--- src/cbmg_pkg.sv ---
// Package: register map, fields, reset values and timing for the balance guard
package cbmg_pkg;
   // Clock and timebases
   localparam int CLK_HZ = 40_000_000;
   localparam int CLK_MHZ = CLK_HZ / 1_000_000;
   localparam int TICK_PERIOD_S = 1;
   localparam int TICK_CYCLES = TICK_PERIOD_S * CLK_HZ;
   localparam int SETTLE_STEP_US = 96;
   localparam int SETTLE_STEP_CYCLES = SETTLE_STEP_US * CLK_MHZ;

   // Register offsets
   localparam logic [7:0] ADDR_BAL_CTRL = 8'h00;
   localparam logic [7:0] ADDR_SW_CTRL = 8'h01;
   localparam logic [7:0] ADDR_EXP1 = 8'h02;
   localparam logic [7:0] ADDR_EXP_OTHER_FIRST = 8'h03;
   localparam logic [7:0] ADDR_EXP_OTHER_LAST = 8'h0F;
   localparam logic [7:0] ADDR_UV_THR = 8'h10;
   localparam logic [7:0] ADDR_DLY_CTRL = 8'h11;
   localparam logic [7:0] ADDR_SETTLE_DLY = 8'h12;
   localparam logic [7:0] ADDR_MEAS_CFG = 8'h13;
   localparam logic [7:0] ADDR_STATUS = 8'h14;
   localparam logic [7:0] ADDR_TIMER = 8'h15;

   // Field positions
   localparam int NUM_SW = 14;
   localparam int NUM_EXP_OTHER = 13;
   localparam int EXP_W = 10;
   localparam int RESTART_BIT = 15;
   localparam int UV_THR_W = 14;
   localparam int UV_SRC_BIT = 15;
   localparam int NTFY_LSB = 0;
   localparam int NTFY_W = 4;
   localparam int CALDLY_LSB = 8;
   localparam int CALDLY_W = 4;
   localparam int SUSPEND_BIT = 0;
   localparam int ALTMUX_BIT = 1;
   localparam int ST_REJECT_BIT = 0;
   localparam int ST_MEAS_BIT = 1;
   localparam int ST_SWITCHING_BIT = 2;
   localparam int ST_EXPIRED_BIT = 3;
   localparam int ST_SETTLE_BIT = 4;

   // Special values and reset values
   localparam logic [EXP_W-1:0] EXP_NO_TIMEOUT = 10'h3FF;
   localparam logic [EXP_W-1:0] EXP_RESET = 10'h000;
   localparam logic [15:0] SETTLE_DLY_RESET = 16'h0000;
   localparam logic [15:0] REG_RESET = 16'h0000;

   // Balance mode select encodings
   typedef enum logic [2:0] {
      CBMG_MODE_OFF = 3'h0,
      CBMG_MODE_EMERG = 3'h1,
      CBMG_MODE_MAN_A = 3'h2,
      CBMG_MODE_MAN_B = 3'h3
   } cbmg_mode_t;
endpackage : cbmg_pkg

--- src/cbmg_settle_if.sv ---
// Interface: settle delay request and result between controller and timer
`timescale 1ns/10ps
interface cbmg_settle_if;
   logic acq_enable;
   logic alt_mux_select;
   logic [7:0] cell_settle_delay;
   logic [7:0] diag_settle_delay;
   logic meas_start;
   logic settle_busy;
   modport ctl (
      output acq_enable, alt_mux_select, cell_settle_delay, diag_settle_delay,
      input meas_start, settle_busy
   );
   modport timer (
      input acq_enable, alt_mux_select, cell_settle_delay, diag_settle_delay,
      output meas_start, settle_busy
   );
endinterface : cbmg_settle_if

--- src/cbmg_settle.sv ---
// Settling wait between acquisition enable and measurement start
`timescale 1ns/10ps
module cbmg_settle
   import cbmg_pkg::*;
(
   input wire logic clk_sys,
   input wire logic rst,
   cbmg_settle_if.timer sif
);
   localparam logic [11:0] STEP_LAST = 12'(SETTLE_STEP_CYCLES - 1);

   logic [11:0] step_cnt_r;
   logic [7:0] steps_left_r;
   logic busy_r;
   logic start_r;
   logic [7:0] sel_delay;

   ////////////////////////////////////////////////////////////////////////
   // Delay selection and countdown
   assign sel_delay = sif.alt_mux_select ? sif.diag_settle_delay
                                          : sif.cell_settle_delay; // RULE14

   always_ff @(posedge clk_sys or posedge rst) begin
      if (rst) begin
         busy_r <= 1'b0;
         start_r <= 1'b0;
         step_cnt_r <= 12'h000;
         steps_left_r <= 8'h00;
      end else begin
         start_r <= 1'b0;
         if (!busy_r && sif.acq_enable) begin
            step_cnt_r <= 12'h000;
            if (sel_delay == 8'h00) begin
               start_r <= 1'b1; // RULE12
            end else begin
               busy_r <= 1'b1;
               steps_left_r <= sel_delay;
            end
         end else if (busy_r) begin
            if (step_cnt_r == STEP_LAST) begin
               step_cnt_r <= 12'h000;
               if (steps_left_r == 8'h01) begin
                  busy_r <= 1'b0;
                  start_r <= 1'b1; // RULE12
               end
               steps_left_r <= steps_left_r - 8'h01;
            end else begin
               step_cnt_r <= step_cnt_r + 12'h001;
            end
         end
      end
   end

   assign sif.meas_start = start_r;
   assign sif.settle_busy = busy_r;
endmodule : cbmg_settle

--- src/cbmg_top.sv ---
// Balancing write guard, manual switch control and settle delay top level
// How it works
// [RULE1] Auto mode drops writes to mask, expiries, uv, notify, cal delay.
// [RULE2] Manual mode accepts all but first expiry, which is rejected.
// [RULE3] Refresh strobe self-clears and restarts watchdog only in manual.
// [RULE4] Uv threshold write rejected if min-cell source set and scanning.
// [RULE5] Nonzero mode write clears elapsed timer and relaunches the mode.
// [RULE6] Manual switch = mask AND not expired AND NOT suspended measurement.
// [RULE7] Elapsed timer runs in real time regardless of mask or suspend.
// [RULE8] First expiry 3FFh disables the watchdog timeout.
// [RULE9] Refresh after expiry is ignored; new control write needed.
// [RULE10] Manual mode ignores uv threshold; measurements run alongside.
// [RULE11] Suspend forces switches off during measurement, manual modes only.
// [RULE12] Programmable settle wait 0 to 24.48ms in 96us steps.
// [RULE13] Cell delay in upper byte, diagnostic delay in lower byte.
// [RULE14] Alternate mux 0 picks cell delay, 1 picks diagnostic delay.
// [RULE15] Settle delay writes rejected during measurement or auto mode.
// [RULE16] Timer behaviour does not depend on the suspend setting.
// [RULE17] Host should program about 960us with typical input filter.
// [RULE18] No interlock between adjacent switches in manual mode.
// [RULE19] Blocked writes are discarded and set the reject flag, except auto-mode mask writes without the strobe.
// [RULE20] Mode stays selected until software writes a new one.
// [RULE21] Measurement-in-progress input drives suspend and write rejects.
// [RULE22] One-second tick from the clock; reset clears all state.
//
// Implementation choices: the strobed register port and the register offsets.
`timescale 1ns/10ps
module cbmg_top
   import cbmg_pkg::*;
#(
   parameter int TICK_CYCLES_P = TICK_CYCLES
)
(
   input wire logic clk_sys,
   input wire logic rst,
   input wire logic [7:0] reg_addr,
   input wire logic [15:0] reg_wdata,
   input wire logic reg_wr,
   input wire logic reg_rd,
   output logic [15:0] reg_rdata,
   input wire logic meas_in_progress,
   input wire logic acq_enable,
   output logic [NUM_SW-1:0] switch_drive,
   output logic meas_start,
   output logic write_reject_flag
);
   ////////////////////////////////////////////////////////////////////////
   // State
   logic [2:0] mode_r;
   logic [NUM_SW-1:0] sw_enable_mask_r;
   logic [EXP_W-1:0] first_expiry_r;
   logic [EXP_W-1:0] other_expiry_r [NUM_EXP_OTHER];
   logic [UV_THR_W-1:0] uv_exit_threshold_r;
   logic min_cell_src_r;
   logic [NTFY_W-1:0] notify_config_r;
   logic [CALDLY_W-1:0] cal_delay_r;
   logic [15:0] settle_delay_r;
   logic meas_suspend_r;
   logic alt_mux_r;
   logic reject_r;
   logic [EXP_W-1:0] elapsed_r;
   logic [31:0] tick_cnt_r;
   logic [NUM_SW-1:0] switch_r;
   logic [NUM_SW-1:0] switch_nxt;
   logic [15:0] rdata_r;
   logic [15:0] rdata_nxt;

   logic mode_auto;
   logic mode_manual;
   logic mode_emerg;
   logic wr_ctrl;
   logic wr_sw;
   logic wr_exp1;
   logic wr_exp_other;
   logic wr_uv;
   logic wr_dly;
   logic wr_settle;
   logic wr_meas_cfg;
   logic wr_status;
   logic [7:0] other_idx;
   logic ok_sw;
   logic ok_exp1;
   logic ok_exp_other;
   logic ok_uv;
   logic ok_dly;
   logic ok_settle;
   logic reject_event;
   logic refresh;
   logic expired;
   logic tick;

   cbmg_settle_if sif ();

   ////////////////////////////////////////////////////////////////////////
   // Decode and write guard
   assign mode_auto = mode_r[2];
   assign mode_manual = (mode_r == CBMG_MODE_MAN_A) ||
                        (mode_r == CBMG_MODE_MAN_B);
   assign mode_emerg = (mode_r == CBMG_MODE_EMERG);

   assign wr_ctrl = reg_wr && (reg_addr == ADDR_BAL_CTRL);
   assign wr_sw = reg_wr && (reg_addr == ADDR_SW_CTRL);
   assign wr_exp1 = reg_wr && (reg_addr == ADDR_EXP1);
   assign wr_exp_other = reg_wr && (reg_addr >= ADDR_EXP_OTHER_FIRST) &&
                         (reg_addr <= ADDR_EXP_OTHER_LAST);
   assign wr_uv = reg_wr && (reg_addr == ADDR_UV_THR);
   assign wr_dly = reg_wr && (reg_addr == ADDR_DLY_CTRL);
   assign wr_settle = reg_wr && (reg_addr == ADDR_SETTLE_DLY);
   assign wr_meas_cfg = reg_wr && (reg_addr == ADDR_MEAS_CFG);
   assign wr_status = reg_wr && (reg_addr == ADDR_STATUS);
   assign other_idx = reg_addr - ADDR_EXP_OTHER_FIRST;

   assign ok_sw = !mode_auto; // RULE1
   assign ok_exp1 = (mode_r == CBMG_MODE_OFF); // RULE2
   assign ok_exp_other = !mode_auto; // RULE1
   assign ok_uv = !mode_auto &&
                  !(min_cell_src_r && meas_in_progress); // RULE4 RULE21
   assign ok_dly = !mode_auto && !mode_emerg; // RULE1
   assign ok_settle = !mode_auto && !meas_in_progress; // RULE15

   // Mask writes in auto mode are dropped silently, the strobe is not
   assign reject_event = (wr_sw && !ok_sw && reg_wdata[RESTART_BIT]) ||
                         (wr_exp1 && !ok_exp1) ||
                         (wr_exp_other && !ok_exp_other) ||
                         (wr_uv && !ok_uv) ||
                         (wr_dly && !ok_dly) ||
                         (wr_settle && !ok_settle); // RULE19

   // Strobe is never stored, so it reads back as zero
   assign refresh = wr_sw && reg_wdata[RESTART_BIT] && mode_manual &&
                    !expired; // RULE3 RULE9

   ////////////////////////////////////////////////////////////////////////
   // Mode register
   always_ff @(posedge clk_sys or posedge rst) begin
      if (rst) begin
         mode_r <= CBMG_MODE_OFF; // RULE22
      end else if (wr_ctrl) begin
         mode_r <= reg_wdata[2:0]; // RULE20
      end
   end

   ////////////////////////////////////////////////////////////////////////
   // Configuration registers
   always_ff @(posedge clk_sys or posedge rst) begin
      if (rst) begin
         sw_enable_mask_r <= '0;
      end else if (wr_sw && ok_sw) begin
         sw_enable_mask_r <= reg_wdata[NUM_SW-1:0]; // RULE2
      end
   end

   always_ff @(posedge clk_sys or posedge rst) begin
      if (rst) begin
         first_expiry_r <= EXP_RESET;
      end else if (wr_exp1 && ok_exp1) begin
         first_expiry_r <= reg_wdata[EXP_W-1:0];
      end
   end

   always_ff @(posedge clk_sys or posedge rst) begin
      if (rst) begin
         uv_exit_threshold_r <= '0;
         min_cell_src_r <= 1'b0;
      end else if (wr_uv && ok_uv) begin
         uv_exit_threshold_r <= reg_wdata[UV_THR_W-1:0];
         min_cell_src_r <= reg_wdata[UV_SRC_BIT];
      end
   end

   always_ff @(posedge clk_sys or posedge rst) begin
      if (rst) begin
         notify_config_r <= '0;
         cal_delay_r <= '0;
      end else if (wr_dly && ok_dly) begin
         notify_config_r <= reg_wdata[NTFY_LSB +: NTFY_W];
         cal_delay_r <= reg_wdata[CALDLY_LSB +: CALDLY_W];
      end
   end

   always_ff @(posedge clk_sys or posedge rst) begin
      if (rst) begin
         settle_delay_r <= SETTLE_DLY_RESET;
      end else if (wr_settle && ok_settle) begin
         settle_delay_r <= reg_wdata; // RULE13
      end
   end

   // Never guarded, so suspend may change in mid-balance
   always_ff @(posedge clk_sys or posedge rst) begin
      if (rst) begin
         meas_suspend_r <= 1'b0;
         alt_mux_r <= 1'b0;
      end else if (wr_meas_cfg) begin
         meas_suspend_r <= reg_wdata[SUSPEND_BIT];
         alt_mux_r <= reg_wdata[ALTMUX_BIT];
      end
   end

   // Expiries for the other cells are kept for the auto engine elsewhere
   generate
      for (genvar i = 0; i < NUM_EXP_OTHER; i++) begin : g_exp
         always_ff @(posedge clk_sys or posedge rst) begin
            if (rst) begin
               other_expiry_r[i] <= EXP_RESET;
            end else if (wr_exp_other && ok_exp_other &&
                         other_idx == 8'(i)) begin
               other_expiry_r[i] <= reg_wdata[EXP_W-1:0]; // RULE1
            end
         end
      end
   endgenerate

   ////////////////////////////////////////////////////////////////////////
   // Reject flag, write one to clear; a new event wins over the clear
   always_ff @(posedge clk_sys or posedge rst) begin
      if (rst) begin
         reject_r <= 1'b0;
      end else if (reject_event) begin
         reject_r <= 1'b1; // RULE19
      end else if (wr_status && reg_wdata[ST_REJECT_BIT]) begin
         reject_r <= 1'b0;
      end
   end

   ////////////////////////////////////////////////////////////////////////
   // One second timebase, restarted with the elapsed timer
   assign tick = (tick_cnt_r == 32'(TICK_CYCLES_P - 1));

   always_ff @(posedge clk_sys or posedge rst) begin
      if (rst) begin
         tick_cnt_r <= 32'h00000000;
      end else if (wr_ctrl || refresh || tick) begin
         tick_cnt_r <= 32'h00000000; // RULE22
      end else begin
         tick_cnt_r <= tick_cnt_r + 32'h00000001;
      end
   end

   ////////////////////////////////////////////////////////////////////////
   // Elapsed timer; suspend and mask never enter here
   // Saturates so an expired watchdog stays expired
   assign expired = (first_expiry_r != EXP_NO_TIMEOUT) &&
                    (elapsed_r > first_expiry_r); // RULE8

   always_ff @(posedge clk_sys or posedge rst) begin
      if (rst) begin
         elapsed_r <= '0;
      end else if (wr_ctrl) begin
         elapsed_r <= '0; // RULE5
      end else if (refresh) begin
         elapsed_r <= '0; // RULE3
      end else if (tick && (mode_r != CBMG_MODE_OFF) &&
                   (elapsed_r != EXP_NO_TIMEOUT)) begin
         elapsed_r <= elapsed_r + 10'h001; // RULE7 RULE16
      end
   end

   ////////////////////////////////////////////////////////////////////////
   // Switch drive; adjacent switches may be on together
   // Uv threshold plays no part here and scans are never held off
   always_comb begin
      switch_nxt = '0;
      if (mode_manual) begin
         for (int n = 0; n < NUM_SW; n++) begin
            switch_nxt[n] = sw_enable_mask_r[n] && !expired &&
                            !(meas_suspend_r && meas_in_progress); // RULE6
         end
      end
   end
   // RULE10 RULE11 RULE18

   always_ff @(posedge clk_sys or posedge rst) begin
      if (rst) begin
         switch_r <= '0;
      end else begin
         switch_r <= switch_nxt;
      end
   end

   ////////////////////////////////////////////////////////////////////////
   // Settle delay timer
   assign sif.acq_enable = acq_enable;
   assign sif.alt_mux_select = alt_mux_r; // RULE14
   assign sif.cell_settle_delay = settle_delay_r[15:8]; // RULE13
   assign sif.diag_settle_delay = settle_delay_r[7:0];

   cbmg_settle u_settle (
      .clk_sys (clk_sys),
      .rst (rst),
      .sif (sif.timer)
   );

   ////////////////////////////////////////////////////////////////////////
   // Read port
   always_comb begin
      rdata_nxt = REG_RESET;
      if (reg_rd) begin
         case (reg_addr)
            ADDR_BAL_CTRL: rdata_nxt[2:0] = mode_r;
            ADDR_SW_CTRL: rdata_nxt[NUM_SW-1:0] = sw_enable_mask_r;
            ADDR_EXP1: rdata_nxt[EXP_W-1:0] = first_expiry_r;
            ADDR_UV_THR: begin
               rdata_nxt[UV_THR_W-1:0] = uv_exit_threshold_r;
               rdata_nxt[UV_SRC_BIT] = min_cell_src_r;
            end
            ADDR_DLY_CTRL: begin
               rdata_nxt[NTFY_LSB +: NTFY_W] = notify_config_r;
               rdata_nxt[CALDLY_LSB +: CALDLY_W] = cal_delay_r;
            end
            ADDR_SETTLE_DLY: rdata_nxt = settle_delay_r;
            ADDR_MEAS_CFG: begin
               rdata_nxt[SUSPEND_BIT] = meas_suspend_r;
               rdata_nxt[ALTMUX_BIT] = alt_mux_r;
            end
            ADDR_STATUS: begin
               rdata_nxt[ST_REJECT_BIT] = reject_r;
               rdata_nxt[ST_MEAS_BIT] = meas_in_progress;
               rdata_nxt[ST_SWITCHING_BIT] = |switch_r;
               rdata_nxt[ST_EXPIRED_BIT] = expired;
               rdata_nxt[ST_SETTLE_BIT] = sif.settle_busy;
            end
            ADDR_TIMER: rdata_nxt[EXP_W-1:0] = elapsed_r;
            default: begin
               if (reg_addr >= ADDR_EXP_OTHER_FIRST &&
                   reg_addr <= ADDR_EXP_OTHER_LAST) begin
                  rdata_nxt[EXP_W-1:0] = other_expiry_r[other_idx[3:0]];
               end
            end
         endcase
      end
   end

   always_ff @(posedge clk_sys or posedge rst) begin
      if (rst) begin
         rdata_r <= REG_RESET;
      end else begin
         rdata_r <= rdata_nxt;
      end
   end

   assign reg_rdata = rdata_r;
   assign switch_drive = switch_r;
   assign meas_start = sif.meas_start;
   assign write_reject_flag = reject_r;
endmodule : cbmg_top

--- config.mk ---
export PLATFORM = sky130hd
export DESIGN_NAME = cbmg_top
export DESIGN_NICKNAME = d
export VERILOG_FILES = /design/src/cbmg_pkg.sv /design/src/cbmg_settle_if.sv /design/src/cbmg_settle.sv /design/src/cbmg_top.sv
export SDC_FILE = /design/constraint.sdc
export NUM_CORES = 1
export LEC_CHECK = 0
export ABC_AREA = 1
export BUFFER_PORTS_ARGS = -buffer_cell sky130_fd_sc_hd__buf_2
export CORE_ASPECT_RATIO = 1.4
export CORE_UTILIZATION = 30
export CTS_BUF_LIST = sky130_fd_sc_hd__clkbuf_4
export DETAILED_ROUTE_END_ITERATION = 10
export MAX_ROUTING_LAYER = met4
export PLACE_DENSITY = 0.45
export RECOVER_POWER = 50
export SLEW_MARGIN = 20
export SYNTH_ARGS = -nofsm -noshare
export SYNTH_HDL_FRONTEND = slang
export SYNTH_HIERARCHICAL = 1
export SYNTH_SLANG_ARGS = --single-unit
--- constraint.sdc ---
create_clock -name clk_sys -period 12.1 [get_ports clk_sys]
set_input_delay 0.605 -clock clk_sys [delete_from_list [all_inputs] [get_ports clk_sys]]
set_output_delay 0.605 -clock clk_sys [all_outputs]
set_load 0.03 [all_outputs]
# Word level (Yosys, flattened, before mapping)
# Cells that the tools add are included.
dict set report word_totals {
  ff_bits 293
  inputBits 30
  output_inout_bits 32
  word_cells 223
}
dict set report classes {
  addsub 5
  order_cmp 4
  eq_ne 29
  n_mux 40
  bitwise_logic 1
  reduce_logical 112
}
# operator count
set op_table {}
lappend op_table {{$logic_and A1 B1 Y1} 78}
lappend op_table {{$mux W10} 6}
lappend op_table {{$eq A8 B5 Y1 const B} 6}
lappend op_table {{$bmux W10 S4} 1}
lappend op_table {{$eq A8 B4 Y1 const B} 5}
lappend op_table {{$mux W8} 5}
lappend op_table {{$mux W12} 3}
lappend op_table {{$add A32 B1 Y32 const B} 1}
lappend op_table {{$eq A32 B26 Y1 const B} 1}
lappend op_table {{$eq A8 B3 Y1 const B} 4}
lappend op_table {{$mux W32} 1}
lappend op_table {{$eq A8 B1 Y1 const B} 3}
lappend op_table {{$eq A8 B2 Y1 const B} 3}
lappend op_table {{$logic_not A8 Y1} 3}
lappend op_table {{$ne A10 B10 Y1 const B} 2}
lappend op_table {{$pmux W2 S9} 1}
lappend op_table {{$pmux W3 S6} 1}
lappend op_table {{$mux W16} 1}
lappend op_table {{$mux W14} 1}
lappend op_table {{$pmux W2 S7} 1}
lappend op_table {{$reduce_or A14 Y1} 1}
lappend op_table {{$mux W1} 13}
lappend op_table {{$add A12 B1 Y12 const B} 1}
lappend op_table {{$eq A12 B12 Y1 const B} 1}
lappend op_table {{26 further kinds} 48}

# Longest topological paths before layout
# Gate-level depths: netlist (run 1).
dict set report logic_depth {
  ltp_word 10
  mapped_depth 15
  depth_no_buf 13
}

# Hierarchy
# Netlist (run 1), hierarchy kept.
# module n_inst cells_per_inst area_each_um2 seq_area_each_um2
set modules_own_cells {}
lappend modules_own_cells {cbmg_top 1 1878 13933.4 6781.5}
lappend modules_own_cells {cbmg_settle 1 215 1567.8 550.5}

# Worst setup path after synthesis (run 1)
# No wires, ideal clock.
dict set report synth_path {
  path_type {input port to flip-flop}
  startpoint {input reg_addr[0]}
  endpoint {register rdata_r[7], in the netlist reg_rdata[7]}
  setup_ns 0.118
  t_arrival_ns 2.433
  required_time_ns 11.982
  setup_slack_ns 9.549
  path_stages 14
  path_buffers 4
  cell_sequence {buf_2 -> inv_1 -> clkbuf_1 -> ha_1 -> inv_1 -> buf_2 -> buf_1 -> nand3_1 -> nand2_1 -> nand2_1 -> nand2_1 -> nor2_1 -> a21oi_1 -> nor2_1}
}
dict set report synth_via {
  elab_chain_len 8
  word_cells_on_any_way 21
  classes_between {add/sub (1); order compare (2); eq/ne (8); mux (6); bitwise (1); reduce/logical (3)}
}
# item line_no
set synth_rtl {}
lappend synth_rtl {{start: declaration} cbmg_top.sv:36} ;# input wire logic [7:0] reg_addr,
lappend synth_rtl {{$sub A8 B2 Y8} cbmg_top.sv:111} ;# assign other_idx = reg_addr - ADDR_EXP_OTHER_FIRST;
lappend synth_rtl {{$not A4 Y5 (implied by the code)} cbmg_top.sv:327} ;# rdata_nxt[EXP_W-1:0] = other_expiry_r[other_idx[3:0]];
lappend synth_rtl {{$bmux W10 S4} cbmg_top.sv:327}
lappend synth_rtl {{$mux W10 (implied by the code) (2 in series)} cbmg_top.sv:327}
lappend synth_rtl {{$mux W10} cbmg_top.sv:325} ;# if (reg_addr >= ADDR_EXP_OTHER_FIRST &&
lappend synth_rtl {{$pmux W3 S6 *} cbmg_top.sv:299} ;# case (reg_addr)
lappend synth_rtl {{$mux W16 *} cbmg_top.sv:298} ;# if (reg_rd) begin
lappend synth_rtl {{via rdata_nxt[7]} cbmg_top.sv:66} ;# logic [15:0] rdata_nxt;
lappend synth_rtl {{end signal: assignment} cbmg_top.sv:338} ;# rdata_r <= rdata_nxt;
lappend synth_rtl {{end: declaration} cbmg_top.sv:65} ;# logic [15:0] rdata_r;
# Mark *: on every way through the listed nets, which the timed path passes. The rest lies on a longest branch. The select of a mux whose other input is x is not followed.
# A chain may end at the register's enable or synchronous reset.

==> impl_metrics.yaml, run 1 <==
worst_setup_path:
  r2r_cells: 9
  critPathCaptureType: "async pin"
  critPathLaunchType: "primary input"
  critical_path_class: "in2async"
  required_ns: 12.90
  arrival_ns: 5.42
  reg2reg_slack_ns: 9.43
  path_max_fanout: 132
power_and_ir_drop:
  leakage_nw: 8.33
  p_per_area_nw_per_um2: 135
  peakVddDrop_v: 0.0000574
timing:
  rsz0062_at_grt: "false"
  drv_slew: 133
  setup_viol: 0
  period_share: 0.382
  setup_ws_ns: 7.48
  fmax_mhz: 217
  max_slew.worst_pin.slew_ns: 6.09
  hold_viol_final: 0
  finClkSkew_ns: 0.0583
  layout_min_cycle_time_ns: 4.62
  slew-limit-headroom: -3.08
  tns_ns: 0
clock_network:
  clk_latency_ns: 0.83
  clkTransAtPathRegs_ns: 0.06
  post_cts_resized: 0
  cts_max_level: 3
  cts_tree: "done"
  post_cts_buffers: 0
  clock-sinks: 293
  hold_buffers: 0
  cts_buffers: 83
  root_buffer: "clkbuf_4"
  clock_path_buffers: 3
layout:
  syn_to_final_growth_pct: 11.9
  regArea_um2: 7330
  n_fill_cell: 5593
  drive_gt1_frac: 0.110
  nNetsFinal: 2210
  multi_input_area_um2: 6630
status:
  violations: "capacitance limit, slew limit"
  status: "finished, violations left"
floorplanning:
  ios: 62
  start_util: 0.304
  core_um2: 51000
  die_w_um: 194
  row_count: 98
  fp.dieArea_um2: 52600
  die_h_um: 271
grt:
  grt_pass1_vias: 13418
  grt_max_degree: 133
  antenna_found_initial: 2
  grt_pass1_wl_mm: 76.3
  grt_remaining_overflow: 0
  grt_usage: 0.195
placed_design:
  place_ws_ns: 7.82
  io_buffer_count: 61
  place_congestion: 0.946
  dpl.hpwl_mm: 34.6
flow_run:
  drv_cap: 1
synth:
  synth_nets: 2142
  yosysSeqAreaShare: 0.473
  ys_types: 47
  synth_area_leaders: "dfrtp_1 (47%), nand2_1 (15%), inv_1 (6.8%)"
  synth_top_area_cell: "dfrtp_1"
  netlist_instances: 2093
  ys_ff_latch: 293
  avgSynthCellArea_um2: 7.41
  synth_warnings: 6
  synth_top_area_frac: 0.473
  mappedNetlistArea_um2: 15500
route:
  avgViaCountPerCell: 4.68
  drt_first_iter_violations: 794
  via_count: 13455
  finalWirelength_mm: 48.7
  wl_per_cell_um: 16.9
  dr.pass1.iters: 7
  drc: 0
  ant_nets: 0
worst_hold_path:
  hold_class: "in2async"
-- logic make-up after synthesis --
logic type,count (synthesis),share of synthesized area
buf+inv,373,0.0964
mux,1,0.000646
simple gates,1056,0.290
fa+ha+maj,19,0.0153
compound gates,316,0.105
flops,293,0.473
xor+xnor,35,0.0198
-- metrics by stage --
step / total power [W] / std cells / hold WS [ns] / instance area, um2 / utilization
3_3_place_gp: 0.00138 / 2726 / 0.467 / 16300 / 0.319
3_5_place_dp: 0.00138 / 2726 / 0.473 / 16300 / 0.319
6_report: 0.00234 / 2878 / 0.0806 / 17300 / 0.340
5_1_grt: 0.00248 / 2878 / 0.0838 / 17300 / 0.340
4_1_cts: 0.00240 / 2877 / 0.0300 / 17400 / 0.341
2_1_floorplan: 0.00129 / 2093 / 0.453 / 15500 / -
-- final cells by class --
type / count / share of cell area
well taps: 650 / 0.0469
diodes: 1 / 0.000144
clock inverters: 27 / 0.0113
clock buffers: 124 / 0.0537
flip-flops and latches: 293 / 0.423
multi-input cells: 1427 / 0.382
inverters: 289 / 0.0628
repair buffers: 67 / 0.0201
-- sequential cells by signal, indices dropped and copies added, names as in the netlist, 3 cells and up --
| name | count |
|---|---|
| tick_cnt_r | 32 |
| mode_r | 3 |
| elapsed_r | 10 |
| switch_drive | 14 |
| notify_config_r | 4 |
| first_expiry_r | 10 |
| u_settle/steps_left_r | 8 |
| reg_rdata | 16 |
| cal_delay_r | 4 |
| uv_exit_threshold_r | 14 |
| sw_enable_mask_r | 14 |
| other_expiry_r | 130 |
| settle_delay_r | 16 |
| u_settle/step_cnt_r | 12 |
-- per-layer routing --
layer / GRT usage / vias to the layer above / wire length [um]
met5: - / - / 0
met4: 0.0969 / 0 / 1880
met3: 0.0344 / 91 / 2110
met2: 0.328 / 326 / 24100
met1: 0.222 / 6253 / 20700
li1: - / 6785 / -
-- path summary, 6_finish.rpt --
check | startpoint | end
setup / recovery | rst | other_expiry_r[75]$_DFFE_PP0P_
hold / removal | rst | u_settle/step_cnt_r[6]$_DFFE_PP0P_
setup reg to reg | elapsed_r[9]$_DFFE_PP0P_ | tick_cnt_r[12]$_DFF_PP0_
hold reg to reg | other_expiry_r[42]$_DFFE_PP0P_ | other_expiry_r[42]$_DFFE_PP0P_
max in group clk_sys | reg_addr[0] | tick_cnt_r[30]$_DFF_PP0_
min in group clk_sys | reg_wdata[15] | settle_delay_r[15]$_DFFE_PP0P_
-- layout by cell type, fill, tap and decap left out, types with 2 or more instances in the layout --
cell type / n
dfrtp_1: 293
bufinv_16: 3
a21oi_1: 59
nand2_1: 609
nor2_4: 6
o211ai_1: 2
nand4_1: 33
buf_2: 60
xnor2_1: 8
o21ai_0: 212
clkinvlp_4: 3
or2_2: 4
clkinv_1: 18
a21o_1: 2
buf_4: 6
nand3b_2: 2
nor2_1: 193
inv_2: 6
xor2_1: 27
a31oi_1: 2
nor2_2: 7
nand2_4: 3
inv_1: 280
clkinv_2: 4
clkbuf_4: 124
nor3_1: 33
nor3b_1: 2
o21ai_1: 33
nand3_1: 148
ha_1: 19
nand2_2: 10
-- cells in the mapped netlist (all sizes together) --
library cell and instances:
nand2 622, dfrtp 293, inv 288, o21ai 246, nor2 206, nand3 150, a21oi 60, buf 43
clkbuf 41, nor3 34, nand4 33, xor2 27, ha 19, xnor2 8, or2 4, nand3b 3
a21o 2, a31oi 2, nor3b 2, o211ai 2, a22o 1, a41oi 1, and3 1, clkinv 1
mux2i 1, nor4 1, o21bai 1, o31ai 1
-- power by group --
part | switching [W] | total (W) | internal, W | leakage (nW)
Clock | 0.000455 | 0.000988 | 0.000533 | 0.656
Sequential | 0.0000500 | 0.00109 | 0.00104 | 3.65
Combinational | 0.000182 | 0.000267 | 0.0000855 | 4.03
Total | 0.000687 | 0.00234 | 0.00166 | 8.33
-- critical path, stage by stage --
cell	delay, ns
clkbuf_1	0.13
clkinvlp_2	3.37
buf_4	1.14
Note: power is estimated with default switching activity, not from simulation.
==> run 2, diff against run 1 <==
ABC_AREA = 0   (was 1)
clock period = 4.61 ns   (was 12.1 ns; I/O delays follow)
==> run 2 against run 1 <==
The flow still finishes with violations (capacitance limit, slew limit). Worst hold slack improved by 0.059 ns. Sequential share of layout area is 2.4 points higher. Routed wire length down 16%. Global-route usage shrank 1.6 points. Clock power rose by 120%. Critical path type is now in2reg. Largest power group unchanged.
==> impl_metrics.yaml, run 2 <==
floorplanning:
  core_um2: 47200
  fp.dieArea_um2: 48800
  start_util: 0.305
  die_w_um: 187
  die_h_um: 261
  ios: 62
  row_count: 94
synth:
  ys_types: 79
  synth_edf_count: 0
  yosysMostFrequentCell: "dfrtp_1"
  synth_nets: 1228
  synth_top_area_cell: "dfrtp_1"
  async_flop_share: 1.00
  yosys_most_used_dff: "dfrtp_1"
  synth_area_leaders: "dfrtp_1 (51%), mux2_2 (15%), mux4_2 (4.7%)"
  synth_warnings: 6
  netlist_instances: 1179
  yosysSeqAreaShare: 0.510
  mappedNetlistArea_um2: 14400
  synthTopCellsByCount: "dfrtp_1 (293), mux2_2 (192), nand2_1 (79)"
  synth_top_area_frac: 0.510
  ys_ff_latch: 293
  avgSynthCellArea_um2: 12.2
timing:
  rsz0062_at_grt: "false"
  period_share: 0.652
  finClkSkew_ns: 0.0436
  layout_min_cycle_time_ns: 3.01
  drv_slew: 268
  setup_viol: 0
  hold_viol_final: 0
  max_slew.worst_pin.slew_ns: 1.98
  tns_ns: 0
  fmax_mhz: 333
  slew-limit-headroom: -0.322
placed_design:
  dpl.hpwl_mm: 27.6
  io_buffer_count: 61
  post-place-cells: 1816
  place_congestion: 0.911
route:
  avgViaCountPerCell: 5.11
  wl_per_cell_um: 20.7
  dr.pass1.iters: 6
  ant_nets: 0
  drc: 0
  via_count: 10061
  drt_first_iter_violations: 546
  finalWirelength_mm: 40.8
status:
  status: "finished, violations left"
  violations: "capacitance limit, slew limit"
clock_network:
  post_cts_buffers: 0
  clock-sinks: 293
  hold_buffers: 24
  clkTransAtPathRegs_ns: 0.07
  cts_buffers: 77
  cts_max_level: 3
  post_cts_resized: 0
  clock_path_buffers: 3
  clk_latency_ns: 0.77
  cts_tree: "done"
  root_buffer: "clkbuf_4"
grt:
  grt_max_degree: 140
  grt_usage: 0.179
  grt_remaining_overflow: 0
  grt_pass1_vias: 10555
  grt_pass1_wl_mm: 64.3
  antenna_found_initial: 2
power_and_ir_drop:
  p_per_area_nw_per_um2: 356
  peakVddDrop_v: 0.000107
  leakage_nw: 7.59
layout:
  largest_reg_flops: 130
  drive_gt1_frac: 0.307
  final_cell_mix: "dfrtp_1 (293), mux2_2 (192), clkbuf_4 (107), nand2_1 (79), nor2_1 (70)"
  nNetsFinal: 1344
  regMostFlops: "other_expiry_r"
  top_regs: "other_expiry_r x130, tick_cnt_r x32"
  layout_commonest_cell: "dfrtp_1"
  layoutNonFillerInstCount: 1967
  syn_to_final_growth_pct: 14.2
worst_setup_path:
  critPathLaunchType: "primary input"
  critPathCaptureType: "register"
  path_max_fanout: 9
  arrival_ns: 3.62
  required_ns: 5.22
  critical_path_class: "in2reg"
worst_hold_path:
  hold_class: "in2reg"
flow_run:
  drv_cap: 4
## run 2: cell count changes after synthesis, sizes merged, moves of 125 or more
cell	before	now
nor2	206	70
nand2	622	83
nand3	150	25
inv	288	28
o21ai	246	21
mux2	0	194
## run 2: path summary, 6_finish.rpt
path	from	to	slack (ns)	cells after the start
worst max-delay path	reg_addr[7]	cal_delay_r[3]$_DFFE_PP0P_	1.60	8
worst min-delay path	reg_wdata[0]	other_expiry_r[30]$_DFFE_PP0P_	0.14	2
worst max register to register	first_expiry_r[9]$_DFFE_PP0P_	tick_cnt_r[5]$_DFF_PP0_	1.80	9
worst min register to register	sw_enable_mask_r[10]$_DFFE_PP0P_	switch_drive[10]$_DFF_PP0_	0.47	1
max in group asynchronous	rst	tick_cnt_r[4]$_DFF_PP0_	1.68	5
min in group asynchronous	rst	u_settle/step_cnt_r[6]$_DFFE_PP0P_	0.20	3
## run 2: power breakdown
part	internal, W	switching (W)	leakage, nW
sequential	0.00274	0.000193	3.93
clock	0.00111	0.00108	0.542
combinational	0.000302	0.000419	3.11
## run 2: worst max-delay path: stages
cell and delay, ns:
dlygate4sd3_1 0.54, buf_2 0.14, or3_4 0.33, dlygate4sd3_1 0.61, nor3_4 0.36, nand2_1 0.15
nor3_2 0.83, mux2_2 0.42
## run 2: kinds of logic after synthesis
logic type	synth area share
AOI/OAI and AO/OA	0.0733
xor gates and xnor gates	0.0323
adders and majority gates	0.0165
buffers and inverters	0.0265
DFF	0.510
muxes	0.211
and+or+nand+nor	0.130
## run 2: per-stage QoR
| stage | setup slack (ns) | hold WS [ns] | util | total power [W] | cell area [um2] |
|---|---|---|---|---|---|
| after detailed placement | 1.40 | 0.215 | 0.325 | 0.00370 | 15300 |
| after global routing | 1.17 | 0.0835 | 0.348 | 0.00620 | 16400 |
| after global placement | 1.41 | 0.212 | 0.325 | 0.00368 | 15300 |
| after CTS | 1.66 | 0.0596 | 0.349 | 0.00596 | 16500 |
| final | 1.60 | 0.140 | 0.348 | 0.00584 | 16400 |
| after floorplan | 0.798 | 0.220 | - | 0.00344 | 14400 |
## run 2: per-layer routing
layer | track usage | wire length (um) | up-vias
li1 | - | - | 4601
met1 | 0.203 | 16900 | 5151
met2 | 0.312 | 21200 | 214
met3 | 0.0296 | 1410 | 95
met4 | 0.0754 | 1360 | 0
met5 | - | 0 | -
## run 2: layout make-up
class                           instances  area [um2]
Antenna cell                            3        7.51
Clock buffer                          106         796
Clock inverter                         18        95.1
Fill cell                            4760       30700
Inverter                               29         110
Multi-Input combinational cell        794        6690
Sequential cell                       293        7330
Tap cell                              624         781
Timing Repair Buffer                  100         607
